--- config.mk ---
export PLATFORM = sky130hd
export DESIGN_NAME = tkd_touch_key_detect
export DESIGN_NICKNAME = d
export VERILOG_FILES = /design/src/tkd_pkg.sv /design/src/tkd_touch_key_detect.sv
export SDC_FILE = /design/constraint.sdc
export NUM_CORES = 1
export LEC_CHECK = 0
export BUFFER_PORTS_ARGS = -buffer_cell sky130_fd_sc_hd__clkbuf_2
export CAP_MARGIN = 20
export CELL_PAD_IN_SITES_DETAIL_PLACEMENT = 0
export CELL_PAD_IN_SITES_GLOBAL_PLACEMENT = 2
export CORE_MARGIN = 2
export CORE_UTILIZATION = 35
export DETAILED_ROUTE_END_ITERATION = 8
export PLACE_DENSITY = 0.79
export SETUP_SLACK_MARGIN = 0.05
export SLEW_MARGIN = 5
export SYNTH_ARGS = -nofsm -noshare
export SYNTH_HDL_FRONTEND = slang
export SYNTH_SLANG_ARGS = --single-unit
--- constraint.sdc ---
create_clock -name pclk -period 7.9 [get_ports pclk]
set_clock_uncertainty 0.2 [all_clocks]
set_input_delay 0 -clock pclk [delete_from_list [all_inputs] [get_ports pclk]]
set_output_delay 0 -clock pclk [all_outputs]
set_load 0.02 [all_outputs]
--- src/tkd_pkg.sv ---
// package of constants and types for the touch key detection logic
`default_nettype none

package tkd_pkg;

    // ------------------------------------------------------------------
    // channel and data sizes
    // ------------------------------------------------------------------
    localparam int NUM_CH = 5;
    localparam int CH_W   = 3;
    localparam int DATA_W = 16;

    // ------------------------------------------------------------------
    // signal processing constants
    // ------------------------------------------------------------------
    localparam logic signed [15:0] THRESHOLD     = 16'sh0006;
    localparam logic signed [15:0] HYSTERESIS    = 16'sh0002;
    localparam logic signed [15:0] RELEASE_LEVEL = THRESHOLD - HYSTERESIS;
    localparam logic [1:0]         INTEG_LIMIT   = 2'h3;
    localparam logic [7:0]         DRIFT_DOWN_SAMPLES = 8'h04;
    localparam logic [7:0]         DRIFT_UP_SAMPLES   = 8'h10;

    // ------------------------------------------------------------------
    // timing: figures are nominal at the reference clock, counts in clocks
    // ------------------------------------------------------------------
    localparam int REF_CLOCK_HZ    = 10_000_000;
    localparam int RESPONSE_MS     = 99;
    localparam int TIMEOUT_SHORT_S = 10;
    localparam int TIMEOUT_LONG_S  = 60;
    localparam int RESPONSE_CLOCKS      = RESPONSE_MS * (REF_CLOCK_HZ / 1000);
    localparam int ACQ_CYCLE_CLOCKS     = RESPONSE_CLOCKS / 3;
    localparam int TIMEOUT_SHORT_CLOCKS = TIMEOUT_SHORT_S * REF_CLOCK_HZ;
    localparam int TIMEOUT_LONG_CLOCKS  = TIMEOUT_LONG_S * REF_CLOCK_HZ;

    // ------------------------------------------------------------------
    // register map (byte addresses) and field positions
    // ------------------------------------------------------------------
    localparam logic [7:0] ADDR_CTRL     = 8'h00;
    localparam logic [7:0] ADDR_STATUS   = 8'h04;
    localparam logic [7:0] ADDR_OPTS     = 8'h08;
    localparam logic [7:0] ADDR_REF_BASE = 8'h10;
    localparam logic [7:0] ADDR_REF_LAST = 8'h20;
    localparam int STATUS_OUT_LSB   = 8;
    localparam int STATUS_RX_LSB    = 16;
    localparam int OPTS_MODE_LSB    = 0;
    localparam int OPTS_DRIVE_BIT   = 2;
    localparam int OPTS_STRONG_BIT  = 3;

    // ------------------------------------------------------------------
    // reset values
    // ------------------------------------------------------------------
    localparam logic [4:0] RST_CAL_PENDING = 5'h1F;
    localparam logic [4:0] RST_RX_MASK     = 5'h1F;

    // ------------------------------------------------------------------
    // types
    // ------------------------------------------------------------------
    typedef enum logic [1:0]
    {
        TKD_MODE_DC_INFINITE = 2'h0,
        TKD_MODE_DC_SHORT    = 2'h1,
        TKD_MODE_DC_LONG     = 2'h2,
        TKD_MODE_TOGGLE      = 2'h3
    } tkd_mode_type;

    typedef struct packed
    {
        logic              valid;
        logic [CH_W-1:0]   chan;
        logic [DATA_W-1:0] value;
    } tkd_sample_type;

    typedef struct packed
    {
        logic mode_strap_a;
        logic mode_strap_b;
        logic drive_type_strap;
        logic strongest_key_strap;
    } tkd_strap_type;

    typedef struct packed
    {
        logic [NUM_CH-1:0] level;
        logic [NUM_CH-1:0] oe;
    } tkd_pin_type;

    typedef struct packed
    {
        logic        psel;
        logic        penable;
        logic        pwrite;
        logic [7:0]  paddr;
        logic [31:0] pwdata;
    } tkd_apb_req_type;

    typedef struct packed
    {
        logic        pready;
        logic [31:0] prdata;
        logic        pslverr;
    } tkd_apb_rsp_type;

    typedef struct packed
    {
        logic [NUM_CH-1:0][15:0] ref_level;
        logic [NUM_CH-1:0][15:0] delta;
        logic [NUM_CH-1:0][1:0]  integ;
        logic [NUM_CH-1:0][7:0]  drift_cnt;
        logic [NUM_CH-1:0][31:0] on_timer;
        logic [NUM_CH-1:0]       detected;
        logic [NUM_CH-1:0]       out_state;
        logic [NUM_CH-1:0]       cal_pending;
        logic [NUM_CH-1:0]       rx_mask;
        logic [31:0]             acq_timer;
        tkd_mode_type            mode;
        logic                    drive_open;
        logic                    strongest_en;
        logic                    acq_request;
        tkd_pin_type             pins;
        tkd_apb_rsp_type         apb;
    } tkd_state_type;

endpackage

`default_nettype wire

--- src/tkd_touch_key_detect.sv ---
// touch key detection logic: drift tracking, threshold, integrator, timeout, outputs, apb registers
//
// Overview of operation
// - reference follows signal only without detection
// - slew-limited per-channel reference; thresholds relative to it
// - reference frozen while channel senses object
// - reference falls faster than it rises
// - all signal arithmetic is 16 bits
// - detect when signal exceeds reference by 6
// - release level sits 2 below threshold
// - detection timer forces recalibration on expiry
// - timeout straps select 10 s, 60 s, infinite
// - timeouts run independently per channel
// - timeouts are counted in device clocks
// - long bursts may stretch timeouts; here timeouts count clocks, so bursts do not stretch them
// - integrator needs three successive detecting samples
// - reset is active low and recalibrates all
// - response time 99 ms at 10 MHz, scaled
// - straps sampled once per acquisition cycle
// - mode and timeout straps are global
// - dc mode: active while detected, off on timeout
// - toggle mode: each detection inverts the output
// - toggle timeout 10 s, output kept
// - drive strap: push-pull high or open-drain low
// - mode strap pair encodes mode and timeout
// - suppression checks other keys before activating
// - suppression strap low disables, high enables
//
// Chosen here: the register offsets and register access over APB.
`default_nettype none

module tkd_touch_key_detect
#(
    parameter logic [31:0] TIMEOUT_SHORT = tkd_pkg::TIMEOUT_SHORT_CLOCKS,
    parameter logic [31:0] TIMEOUT_LONG  = tkd_pkg::TIMEOUT_LONG_CLOCKS,
    parameter logic [31:0] ACQ_CYCLE     = tkd_pkg::ACQ_CYCLE_CLOCKS
)
(
    // clock and reset
    input  wire logic                     pclk,
    input  wire logic                     presetn,
    // register bus
    input  wire tkd_pkg::tkd_apb_req_type apb_req,
    output var  tkd_pkg::tkd_apb_rsp_type apb_rsp,
    // acquisition front end
    output var  logic                     acq_request,
    input  wire tkd_pkg::tkd_sample_type  sample,
    // option straps
    input  wire tkd_pkg::tkd_strap_type   straps,
    // key output pins
    output var  tkd_pkg::tkd_pin_type     key_pins
);

    // ------------------------------------------------------------------
    // helper functions
    // ------------------------------------------------------------------

    // signed 16-bit distance of a sample from its reference
    function automatic logic signed [15:0] sdelta(input logic [15:0] value, input logic [15:0] ref_level);
        sdelta = $signed(value - ref_level);
    endfunction

    // on-duration limit in clocks for a mode, zero meaning no limit
    function automatic logic [31:0] timeout_limit(input tkd_pkg::tkd_mode_type mode);
        case (mode)
            tkd_pkg::TKD_MODE_DC_SHORT:    timeout_limit = TIMEOUT_SHORT;
            tkd_pkg::TKD_MODE_DC_LONG:     timeout_limit = TIMEOUT_LONG;
            tkd_pkg::TKD_MODE_TOGGLE:      timeout_limit = TIMEOUT_SHORT;
            tkd_pkg::TKD_MODE_DC_INFINITE: timeout_limit = 32'h0000_0000;
            default:                       timeout_limit = 32'h0000_0000;
        endcase
    endfunction

    // ------------------------------------------------------------------
    // state
    // ------------------------------------------------------------------
    tkd_pkg::tkd_state_type st;
    tkd_pkg::tkd_state_type next_st;

    // ------------------------------------------------------------------
    // next-state logic
    // ------------------------------------------------------------------

    // one pass per clock: scheduler, sample, timers, bus, pins
    always_comb
    begin
        logic [2:0]         c;
        logic signed [15:0] d;
        logic [1:0]         next_integ;
        logic               blocked;
        logic               is_toggle;
        logic [31:0]        limit;
        logic [7:0]         ref_idx;
        logic               hit;
        c          = 3'h0;
        d          = 16'sh0000;
        next_integ = 2'h0;
        blocked    = 1'b0;
        is_toggle  = 1'b0;
        limit      = 32'h0000_0000;
        ref_idx    = 8'h00;
        hit        = 1'b0;

        next_st             = st;
        next_st.acq_request = 1'b0;
        next_st.apb.pready  = 1'b0;
        next_st.apb.pslverr = 1'b0;

        // acquisition pacing: a cycle starts only once the previous one is complete,
        // so slow bursts stretch the cycle and with it every sample-based timing
        if (st.acq_timer != 32'h0000_0000)
        begin
            next_st.acq_timer = st.acq_timer - 32'h0000_0001;
        end
        else if (&st.rx_mask)
        begin
            next_st.acq_request  = 1'b1;
            next_st.rx_mask      = '0;
            next_st.acq_timer    = ACQ_CYCLE - 32'h0000_0001;
            // straps are latched once per cycle and are global to all channels
            next_st.mode         = tkd_pkg::tkd_mode_type'({straps.mode_strap_a, straps.mode_strap_b});
            next_st.drive_open   = straps.drive_type_strap;
            next_st.strongest_en = straps.strongest_key_strap;
        end

        is_toggle = (st.mode == tkd_pkg::TKD_MODE_TOGGLE);

        // one sample of one channel
        if (sample.valid && (sample.chan < 3'(tkd_pkg::NUM_CH)))
        begin
            c = sample.chan;
            d = sdelta(sample.value, st.ref_level[c]);
            next_st.rx_mask[c] = 1'b1;
            next_st.delta[c]   = d;
            if (st.cal_pending[c])
            begin
                // recalibration: reference snaps to the signal
                next_st.ref_level[c]   = sample.value;
                next_st.delta[c]       = 16'h0000;
                next_st.integ[c]       = 2'h0;
                next_st.drift_cnt[c]   = 8'h00;
                next_st.on_timer[c]    = 32'h0000_0000;
                next_st.detected[c]    = 1'b0;
                next_st.cal_pending[c] = 1'b0;
            end
            else if (st.detected[c])
            begin
                // reference stays frozen while the detection holds
                if (d < tkd_pkg::RELEASE_LEVEL)
                begin
                    next_st.detected[c] = 1'b0;
                    next_st.integ[c]    = 2'h0;
                    next_st.on_timer[c] = 32'h0000_0000;
                    if (!is_toggle)
                    begin
                        next_st.out_state[c] = 1'b0;
                    end
                end
            end
            else if (d >= tkd_pkg::THRESHOLD)
            begin
                // above threshold: no drift, integrator counts
                next_st.drift_cnt[c] = 8'h00;
                next_integ = (st.integ[c] == tkd_pkg::INTEG_LIMIT) ? st.integ[c] : st.integ[c] + 2'h1;
                next_st.integ[c] = next_integ;
                if (next_integ == tkd_pkg::INTEG_LIMIT)
                begin
                    // a key that is active, or pending with more signal, blocks this one
                    blocked = 1'b0;
                    if (st.strongest_en)
                    begin
                        for (int j = 0; j < tkd_pkg::NUM_CH; j++)
                        begin
                            if ((3'(j) != c) &&
                                (st.detected[j] ||
                                 ((st.integ[j] != 2'h0) && ($signed(st.delta[j]) > d))))
                            begin
                                blocked = 1'b1;
                            end
                        end
                    end
                    // a blocked key stays pending at the limit and fires once free
                    if (!blocked)
                    begin
                        next_st.detected[c] = 1'b1;
                        next_st.on_timer[c] = 32'h0000_0000;
                        if (is_toggle)
                        begin
                            next_st.out_state[c] = ~st.out_state[c];
                        end
                        else
                        begin
                            next_st.out_state[c] = 1'b1;
                        end
                    end
                end
            end
            else
            begin
                // quiet sample: integrator clears, reference drifts slowly
                next_st.integ[c] = 2'h0;
                if (d < 16'sh0000)
                begin
                    if (st.drift_cnt[c] + 8'h01 >= tkd_pkg::DRIFT_DOWN_SAMPLES)
                    begin
                        next_st.ref_level[c] = st.ref_level[c] - 16'h0001;
                        next_st.drift_cnt[c] = 8'h00;
                    end
                    else
                    begin
                        next_st.drift_cnt[c] = st.drift_cnt[c] + 8'h01;
                    end
                end
                else if (d > 16'sh0000)
                begin
                    if (st.drift_cnt[c] + 8'h01 >= tkd_pkg::DRIFT_UP_SAMPLES)
                    begin
                        next_st.ref_level[c] = st.ref_level[c] + 16'h0001;
                        next_st.drift_cnt[c] = 8'h00;
                    end
                    else
                    begin
                        next_st.drift_cnt[c] = st.drift_cnt[c] + 8'h01;
                    end
                end
                else
                begin
                    next_st.drift_cnt[c] = 8'h00;
                end
            end
        end

        // per-channel on-duration timers, counted in plain clocks
        limit = timeout_limit(st.mode);
        for (int i = 0; i < tkd_pkg::NUM_CH; i++)
        begin
            if (st.detected[i] && (limit != 32'h0000_0000))
            begin
                if (st.on_timer[i] >= limit - 32'h0000_0001)
                begin
                    next_st.detected[i]    = 1'b0;
                    next_st.integ[i]       = 2'h0;
                    next_st.on_timer[i]    = 32'h0000_0000;
                    next_st.cal_pending[i] = 1'b1;
                    if (!is_toggle)
                    begin
                        next_st.out_state[i] = 1'b0;
                    end
                end
                else
                begin
                    next_st.on_timer[i] = st.on_timer[i] + 32'h0000_0001;
                end
            end
        end

        // apb access phase: one wait state, answer registered
        if (apb_req.psel && apb_req.penable && !st.apb.pready)
        begin
            next_st.apb.pready = 1'b1;
            next_st.apb.prdata = 32'h0000_0000;
            hit = 1'b1;
            ref_idx = apb_req.paddr - tkd_pkg::ADDR_REF_BASE;
            case (apb_req.paddr)
                tkd_pkg::ADDR_CTRL:
                begin
                    next_st.apb.prdata[tkd_pkg::NUM_CH-1:0] = st.cal_pending;
                end
                tkd_pkg::ADDR_STATUS:
                begin
                    next_st.apb.prdata[tkd_pkg::NUM_CH-1:0] = st.detected;
                    next_st.apb.prdata[tkd_pkg::STATUS_OUT_LSB +: tkd_pkg::NUM_CH] = st.out_state;
                    next_st.apb.prdata[tkd_pkg::STATUS_RX_LSB +: tkd_pkg::NUM_CH]  = st.rx_mask;
                end
                tkd_pkg::ADDR_OPTS:
                begin
                    next_st.apb.prdata[tkd_pkg::OPTS_MODE_LSB +: 2] = st.mode;
                    next_st.apb.prdata[tkd_pkg::OPTS_DRIVE_BIT]     = st.drive_open;
                    next_st.apb.prdata[tkd_pkg::OPTS_STRONG_BIT]    = st.strongest_en;
                end
                default:
                begin
                    // reference words; anything else answers with an error
                    if ((apb_req.paddr >= tkd_pkg::ADDR_REF_BASE) && (apb_req.paddr <= tkd_pkg::ADDR_REF_LAST) &&
                        (apb_req.paddr[1:0] == 2'h0))
                    begin
                        next_st.apb.prdata[15:0] = st.ref_level[ref_idx[4:2]];
                    end
                    else
                    begin
                        hit = 1'b0;
                    end
                end
            endcase
            next_st.apb.pslverr = ~hit;
        end

        // writes land at the edge that completes the transfer; applied last so set wins over clear
        if (apb_req.psel && apb_req.penable && st.apb.pready && apb_req.pwrite &&
            (apb_req.paddr == tkd_pkg::ADDR_CTRL))
        begin
            next_st.cal_pending = next_st.cal_pending | apb_req.pwdata[tkd_pkg::NUM_CH-1:0];
        end

        // output stage: push-pull active high, or open-drain pulling low when active
        for (int k = 0; k < tkd_pkg::NUM_CH; k++)
        begin
            if (next_st.drive_open)
            begin
                next_st.pins.level[k] = 1'b0;
                next_st.pins.oe[k]    = next_st.out_state[k];
            end
            else
            begin
                next_st.pins.level[k] = next_st.out_state[k];
                next_st.pins.oe[k]    = 1'b1;
            end
        end
    end

    // ------------------------------------------------------------------
    // state register
    // ------------------------------------------------------------------

    // reset recalibrates every channel; pins float until the first clock
    always_ff @(posedge pclk or negedge presetn)
    begin
        if (!presetn)
        begin
            st             <= '0;
            st.mode        <= tkd_pkg::TKD_MODE_DC_INFINITE;
            st.cal_pending <= tkd_pkg::RST_CAL_PENDING;
            st.rx_mask     <= tkd_pkg::RST_RX_MASK;
        end
        else
        begin
            st <= next_st;
        end
    end

    // ------------------------------------------------------------------
    // outputs straight from the state register
    // ------------------------------------------------------------------
    assign apb_rsp     = st.apb;
    assign acq_request = st.acq_request;
    assign key_pins    = st.pins;

endmodule

`default_nettype wire

==> Word-level counts from Yosys, hierarchy flattened <==
Cells that the tools add are included.
{ "op_classes": {"addsub": 13, "magnitude_cmp": 22, "eq_ne": 24, "muxes": 152, "bitwise": 19, "n_reduce_logical": 71} }
{ "op_table": {"columns": ["cell", "count"], "rows": [
  ["$mux 170", 5],
  ["$mux 80", 8],
  ["$mux 32", 12],
  ["$bwmux 80", 4],
  ["$mux 230", 1],
  ["$mux 215", 1],
  ["$mux 40", 5],
  ["$add 32x1->32 const B", 5],
  ["$and 160x160->160", 1],
  ["$ge 32x32->1", 5],
  ["$not 160->160", 1],
  ["$bmux 16 s3", 2],
  ["$demux 32 s3", 1],
  ["$pmux 32 s3", 1],
  ["$and 80x80->80", 1],
  ["$gt 16x16->1", 5],
  ["$not 80->80", 1],
  ["$mux 16", 4],
  ["$reduce_bool 32->1", 2],
  ["$sub 32x1->32 const B", 2],
  ["$mux 1", 63],
  ["$mux 50", 1],
  ["$demux 16 s3", 1],
  ["$mux 42", 1],
  ["66 further kinds", 168]
]} }
{ "word_totals": {"regBits": 460, "inputBits": 69, "output_inout_bits": 45} }

==> Longest topological paths before layout <==
{ "depth": {"word_depth": 28, "ltp_mapped": 27, "mapped_depth_nobuf": 22} }

==> Worst setup path before layout <==
No wires, ideal clock.
{ "synth_path": {"path_type": "input to register", "startpoint": "input port sample[17] in the netlist's numbering", "endpoint": "register st (netlist bit key_pins[6])", "setup_ps": 101, "arrival_time_ps": 5870, "t_required_ps": 7599, "setup_slack_ps": 1729, "stages": 26, "cell_sequence": "buf_2 buf_2 buf_2 buf_2 buf_1 mux4_2 a22o_1 inv_1 ha_1 nand2b_1 a21oi_1 o211a_1 o21ai_0 a21oi_1 xor2_1 inv_1 ha_1 nand2_1 nor2_1 nand2_1 or3_1 o311a_1 mux2_2 o31ai_1 a31oi_1 nor4_1"} }
{ "synth_lines": {"columns": ["item", "line_no", "source"], "rows": [
  ["start: declaration", "tkd_touch_key_detect.sv:47", "input wire tkd_pkg::tkd_sample_type sample,"],
  ["end signal: assignment", "tkd_touch_key_detect.sv:337", "st <= next_st;"],
  ["end: declaration", "tkd_touch_key_detect.sv:77", "tkd_pkg::tkd_state_type st;"]
]} }

==> Worst setup path in the final report <==
{ "layout_path": {"startpoint": "register st[447] in the netlist's numbering", "endpoint": "register st[145] in the netlist's numbering"} }
{ "layout_via": {"elab_chain_len": 20, "elab_cells_between_ends": 40, "cone_classes": "add/sub (1); order compare (7); eq/ne (2); mux (13); reduce/logical (17)"} }
{ "layout_lines": {"columns": ["item", "line_no", "source"], "rows": [
  ["$bmux 16 s3 *", "tkd_touch_key_detect.sv:132", "d = sdelta(sample.value, st.ref_level[c]);"],
  ["$mux 16 (not written as such) *", "tkd_touch_key_detect.sv:132", null],
  ["$sub 16x16->16 *", "tkd_touch_key_detect.sv:60", "sdelta = $signed(value - ref_level);"],
  ["$gt 16x16->1", "tkd_touch_key_detect.sv:176", "((st.integ[j] != 2'h0) && ($signed(st.delta[j]) > d))))"],
  ["$logic_and 1x1->1", "tkd_touch_key_detect.sv:176", null],
  ["$logic_or 1x1->1", "tkd_touch_key_detect.sv:175", "(st.detected[j] ||"],
  ["$logic_and 1x1->1", "tkd_touch_key_detect.sv:174", "if ((3'(j) != c) &&"],
  ["$mux 1 (5 in series)", "tkd_touch_key_detect.sv:174", null],
  ["$mux 1", "tkd_touch_key_detect.sv:170", "if (st.strongest_en)"],
  ["$mux 1", "tkd_touch_key_detect.sv:166", "if (next_integ == tkd_pkg::INTEG_LIMIT)"],
  ["$mux 1", "tkd_touch_key_detect.sv:160", "else if (d >= tkd_pkg::THRESHOLD)"],
  ["$mux 1", "tkd_touch_key_detect.sv:146", "else if (st.detected[c])"],
  ["$mux 1", "tkd_touch_key_detect.sv:135", "if (st.cal_pending[c])"],
  ["$mux 1", "tkd_touch_key_detect.sv:129", "if (sample.valid && (sample.chan < 3'(tkd_pkg::NUM_CH)))"],
  ["$ne 4x3->1 (no source line)", null, null],
  ["$reduce_and 5->1 (no source line) *", null, null]
]} }
Mark *: on every way between the ends. The rest lies on a longest branch, timed or not. The select of a mux whose other input is x is not followed.
A chain may end at the register's enable or synchronous reset.

==> flow_metrics.env <==
export IMPL_hold_viol=0
export IMPL_core_area_sq_um=80160
export IMPL_num_antenna_cells=0
export IMPL_synth_area_top_cells="dfrtp_1 40%, ha_1 8.5%, nand2_1 4.4%"
export IMPL_setup_ws_ns=1.145
export IMPL_avgSynthCellArea_sq_um=9.330
export IMPL_whs_endpoint="st[45]"
export IMPL_worst_path_max_fanout=30
export IMPL_fill_cells=7944
export IMPL_r2r_setup_slack_ns=1.14
export IMPL_worst_hold_startpoint="straps[0]"
export IMPL_die_h_microns=287.9
export IMPL_drtIter0Drc=1959
export IMPL_fin_area_sq_um=31850
export IMPL_dr_total_vias=23650
export IMPL_grt_first_pass_wirelength_microns=131700
export IMPL_critPathLaunchType="flop"
export IMPL_route_detailed_drc=0
export IMPL_io_pins=114
export IMPL_viasPerCell=5.652
export IMPL_required_ns=8.17
export IMPL_maxSlewViolCount=0
export IMPL_post_route_period_util_pct=85.51
export IMPL_rr_worst_depth=20
export IMPL_power_leakage_nw=13.99
export IMPL_cts_buffers=54
export IMPL_place_area_sq_um=29460
export IMPL_drtAntennaViolNets=0
export IMPL_cap_violations=0
export IMPL_r2r_end="st[145]"
export IMPL_crit_type="reg -> reg"
export IMPL_timing_hold_ws_ns=0.05298
export IMPL_antenna_found_initial=0
export IMPL_start_util_pct=35.20
export IMPL_rows=104
export IMPL_fin_tns_setup_ns=0
export IMPL_synthCells=3024
export IMPL_cts_tree="done"
export IMPL_peakVddDrop_mv=0.2050
export IMPL_async_flop_share_pct=100.0
export IMPL_fin_total_pwr_mw=9.734
export IMPL_rsz0062_at_grt="false"
export IMPL_track_usage_pct=19.98
export IMPL_max_stage_delay_ns=0.57
export IMPL_hp_class="in -> reg"
export IMPL_synth_area_leader_cell="dfrtp_1"
export IMPL_synth_edf_count=0
export IMPL_cts_resized=0
export IMPL_timing_rr_start="st[447]"
export IMPL_status="finished, final reports clean"
export IMPL_path_buf_inv=2
export IMPL_dp_cells=4039
export IMPL_clockBufferDepth=3
export IMPL_dieArea_sq_um=82900
export IMPL_cp_cell_sequence="mux4_2 -> a22oi_1 -> ha_1 -> a21oi_1 -> nand2_1 -> a2111oi_0 -> a21oi_1 -> xor2_1 -> inv_1 -> ha_1 -> nand3_1 -> nor2_1 -> nand2_1 -> or3_1 -> o311a_1 -> mux2i_1 -> nand4_1 -> nand3_1 -> buf_4 -> a31oi_1"
export IMPL_wl_microns=83410
export IMPL_tightest_slew_ns=1.080
export IMPL_ys_warn_count=0
export IMPL_worst_setup_path_end_kind="flop"
export IMPL_min_period_ns=6.755
export IMPL_pre_cts_ws_ns=0.7083
export IMPL_wl_per_cell_microns=19.94
export IMPL_synth_flop_cell="dfrtp_1"
export IMPL_ys_types=87
export IMPL_portBuffers=75
export IMPL_slew_headroom_pct=27.84
export IMPL_grt_pass1_vias=23150
export IMPL_clkTransAtPathRegs_ns=0.06
export IMPL_synth_seq_cells=460
export IMPL_powerDensity_nw_per_um2=305.6
export IMPL_cp_data_arrival_time_ns=7.02
export IMPL_post_route_util_pct=39.73
export IMPL_final_cells=4184
export IMPL_clock_latency_ns=0.62
export IMPL_final_nets=3342
export IMPL_max_freq_mhz=148.0
export IMPL_yosys_area_top_type_share_pct=39.91
export IMPL_gp_congestion=0.8728
export IMPL_cts_sinks=460
export IMPL_cp_top_family="compound AO/OA/AOI/OAI gates"
export IMPL_grt_max_degree=176
export IMPL_grt_overflow=0
export IMPL_setup_violations=0
export IMPL_synth_area_sq_um=28210
export IMPL_cts_root_buf="clkbuf_16"
export IMPL_cts_htree_levels=2
export IMPL_area_growth_pct=12.89
export IMPL_dr_pass1_iters=6
export IMPL_die_w_microns=287.9
export IMPL_synth_seq_area_share_pct=40.84
export IMPL_hpwlAfterDp_microns=58020
export IMPL_hold_path_depth=3
export IMPL_drive_above_1_share_pct=12.84
export IMPL_cpMaxStageDelayCell="a2111oi_0"
-- how the worst max path moves through the flow --
| stage | start | end | depth (start not counted) |
|---|---|---|---|
| 6_report | st[447] | st[145] | 20 |
| 5_1_grt | st[447] | st[163] | 20 |
| 4_1_cts | st[447] | st[145] | 20 |
| 3_5_place_dp | sample[16] | st[150] | 22 |
| 3_3_place_gp | sample[16] | st[162] | 22 |
| 2_1_floorplan | sample[17] | key_pins[6] | 26 |
-- kinds of logic after synthesis --
kind of cell | share of synthesized area [%]
xor+xnor | 1.956
flops | 40.84
simple gates | 18.01
buf+inv | 4.466
compound gates | 18.80
mux | 7.300
other cells | 0.01329
fa+ha+maj | 8.612
-- repair_timing --
item                                    CTS  global route
hold buffers                             44             0
endpoints found under the setup margin    0             0
hold endpoints to repair                250             0
setup buffers                             0             0
-- cell usage after synthesis (43+ instances only) --
| library cell | instances |
|---|---|
| dfrtp_1 | 450 |
| nand2_1 | 332 |
| o21ai_0 | 223 |
| nor2_1 | 194 |
| ha_1 | 191 |
| a21oi_1 | 180 |
| a31oi_1 | 145 |
| nand3_1 | 113 |
| clkbuf_1 | 93 |
| mux2_2 | 91 |
| inv_1 | 86 |
| a21o_1 | 61 |
| and3_1 | 61 |
| nor3_1 | 61 |
| nand4_1 | 46 |
| and2_1 | 44 |
| buf_4 | 44 |
| nand2b_1 | 43 |
-- power by group --
part / internal, mW / switching [mW] / total, mW
clock: 1.63 / 1.06 / 2.69
combinational: 1.39 / 1.84 / 3.23
sequential: 3.04 / 0.770 / 3.81
-- cells in the final DEF, fill, tap and decap left out, drive strengths merged, types with 46 or more instances in the layout --
cell type and n:
dfrtp 450, nand2 332, o21ai 239, nor2 199, ha 191, a21oi 181
clkbuf 148, a31oi 145, nand3 113, mux2 98, inv 88, nor3 63
a21o 61, and3 61, buf 54, nand4 46
-- area by class of cell --
cell class                      count  area (sq um)  share of cell area, %
Clock inverter                     25         392.9                  1.234
Timing Repair Buffer              171          1275                  4.003
Clock buffer                       74          1506                  4.730
Sequential cell                   460         11520                  36.19
Tap cell                         1060          1326                  4.164
Multi-Input combinational cell   2308         15500                  48.67
Inverter                           86         322.8                  1.014
-- tightest hold or removal path, cell delays in order --
cell	delay, ns
dlygate4sd3_1	0.53
clkbuf_2	0.15
mux2_2	0.15
-- flip-flops by register name (all words and copies together) (netlist names), named ones only --
register / flops
st: 410
apb_rsp: 23
key_pins: 10
acq_request: 1
-- layer usage --
metal  routed length, microns  vias to the layer above  part of all wire (%)  global-route usage, %
li1                         -                    11240                     -                      -
met1                    37710                    11660                    45                  27.06
met2                    38340                      602                    46                  32.09
met3                     4027                      156                   4.8                  2.829
met4                     3328                        0                   4.0                  8.148
met5                        0                        -                     0                      0
Note: power is estimated with default switching activity, not from simulation.
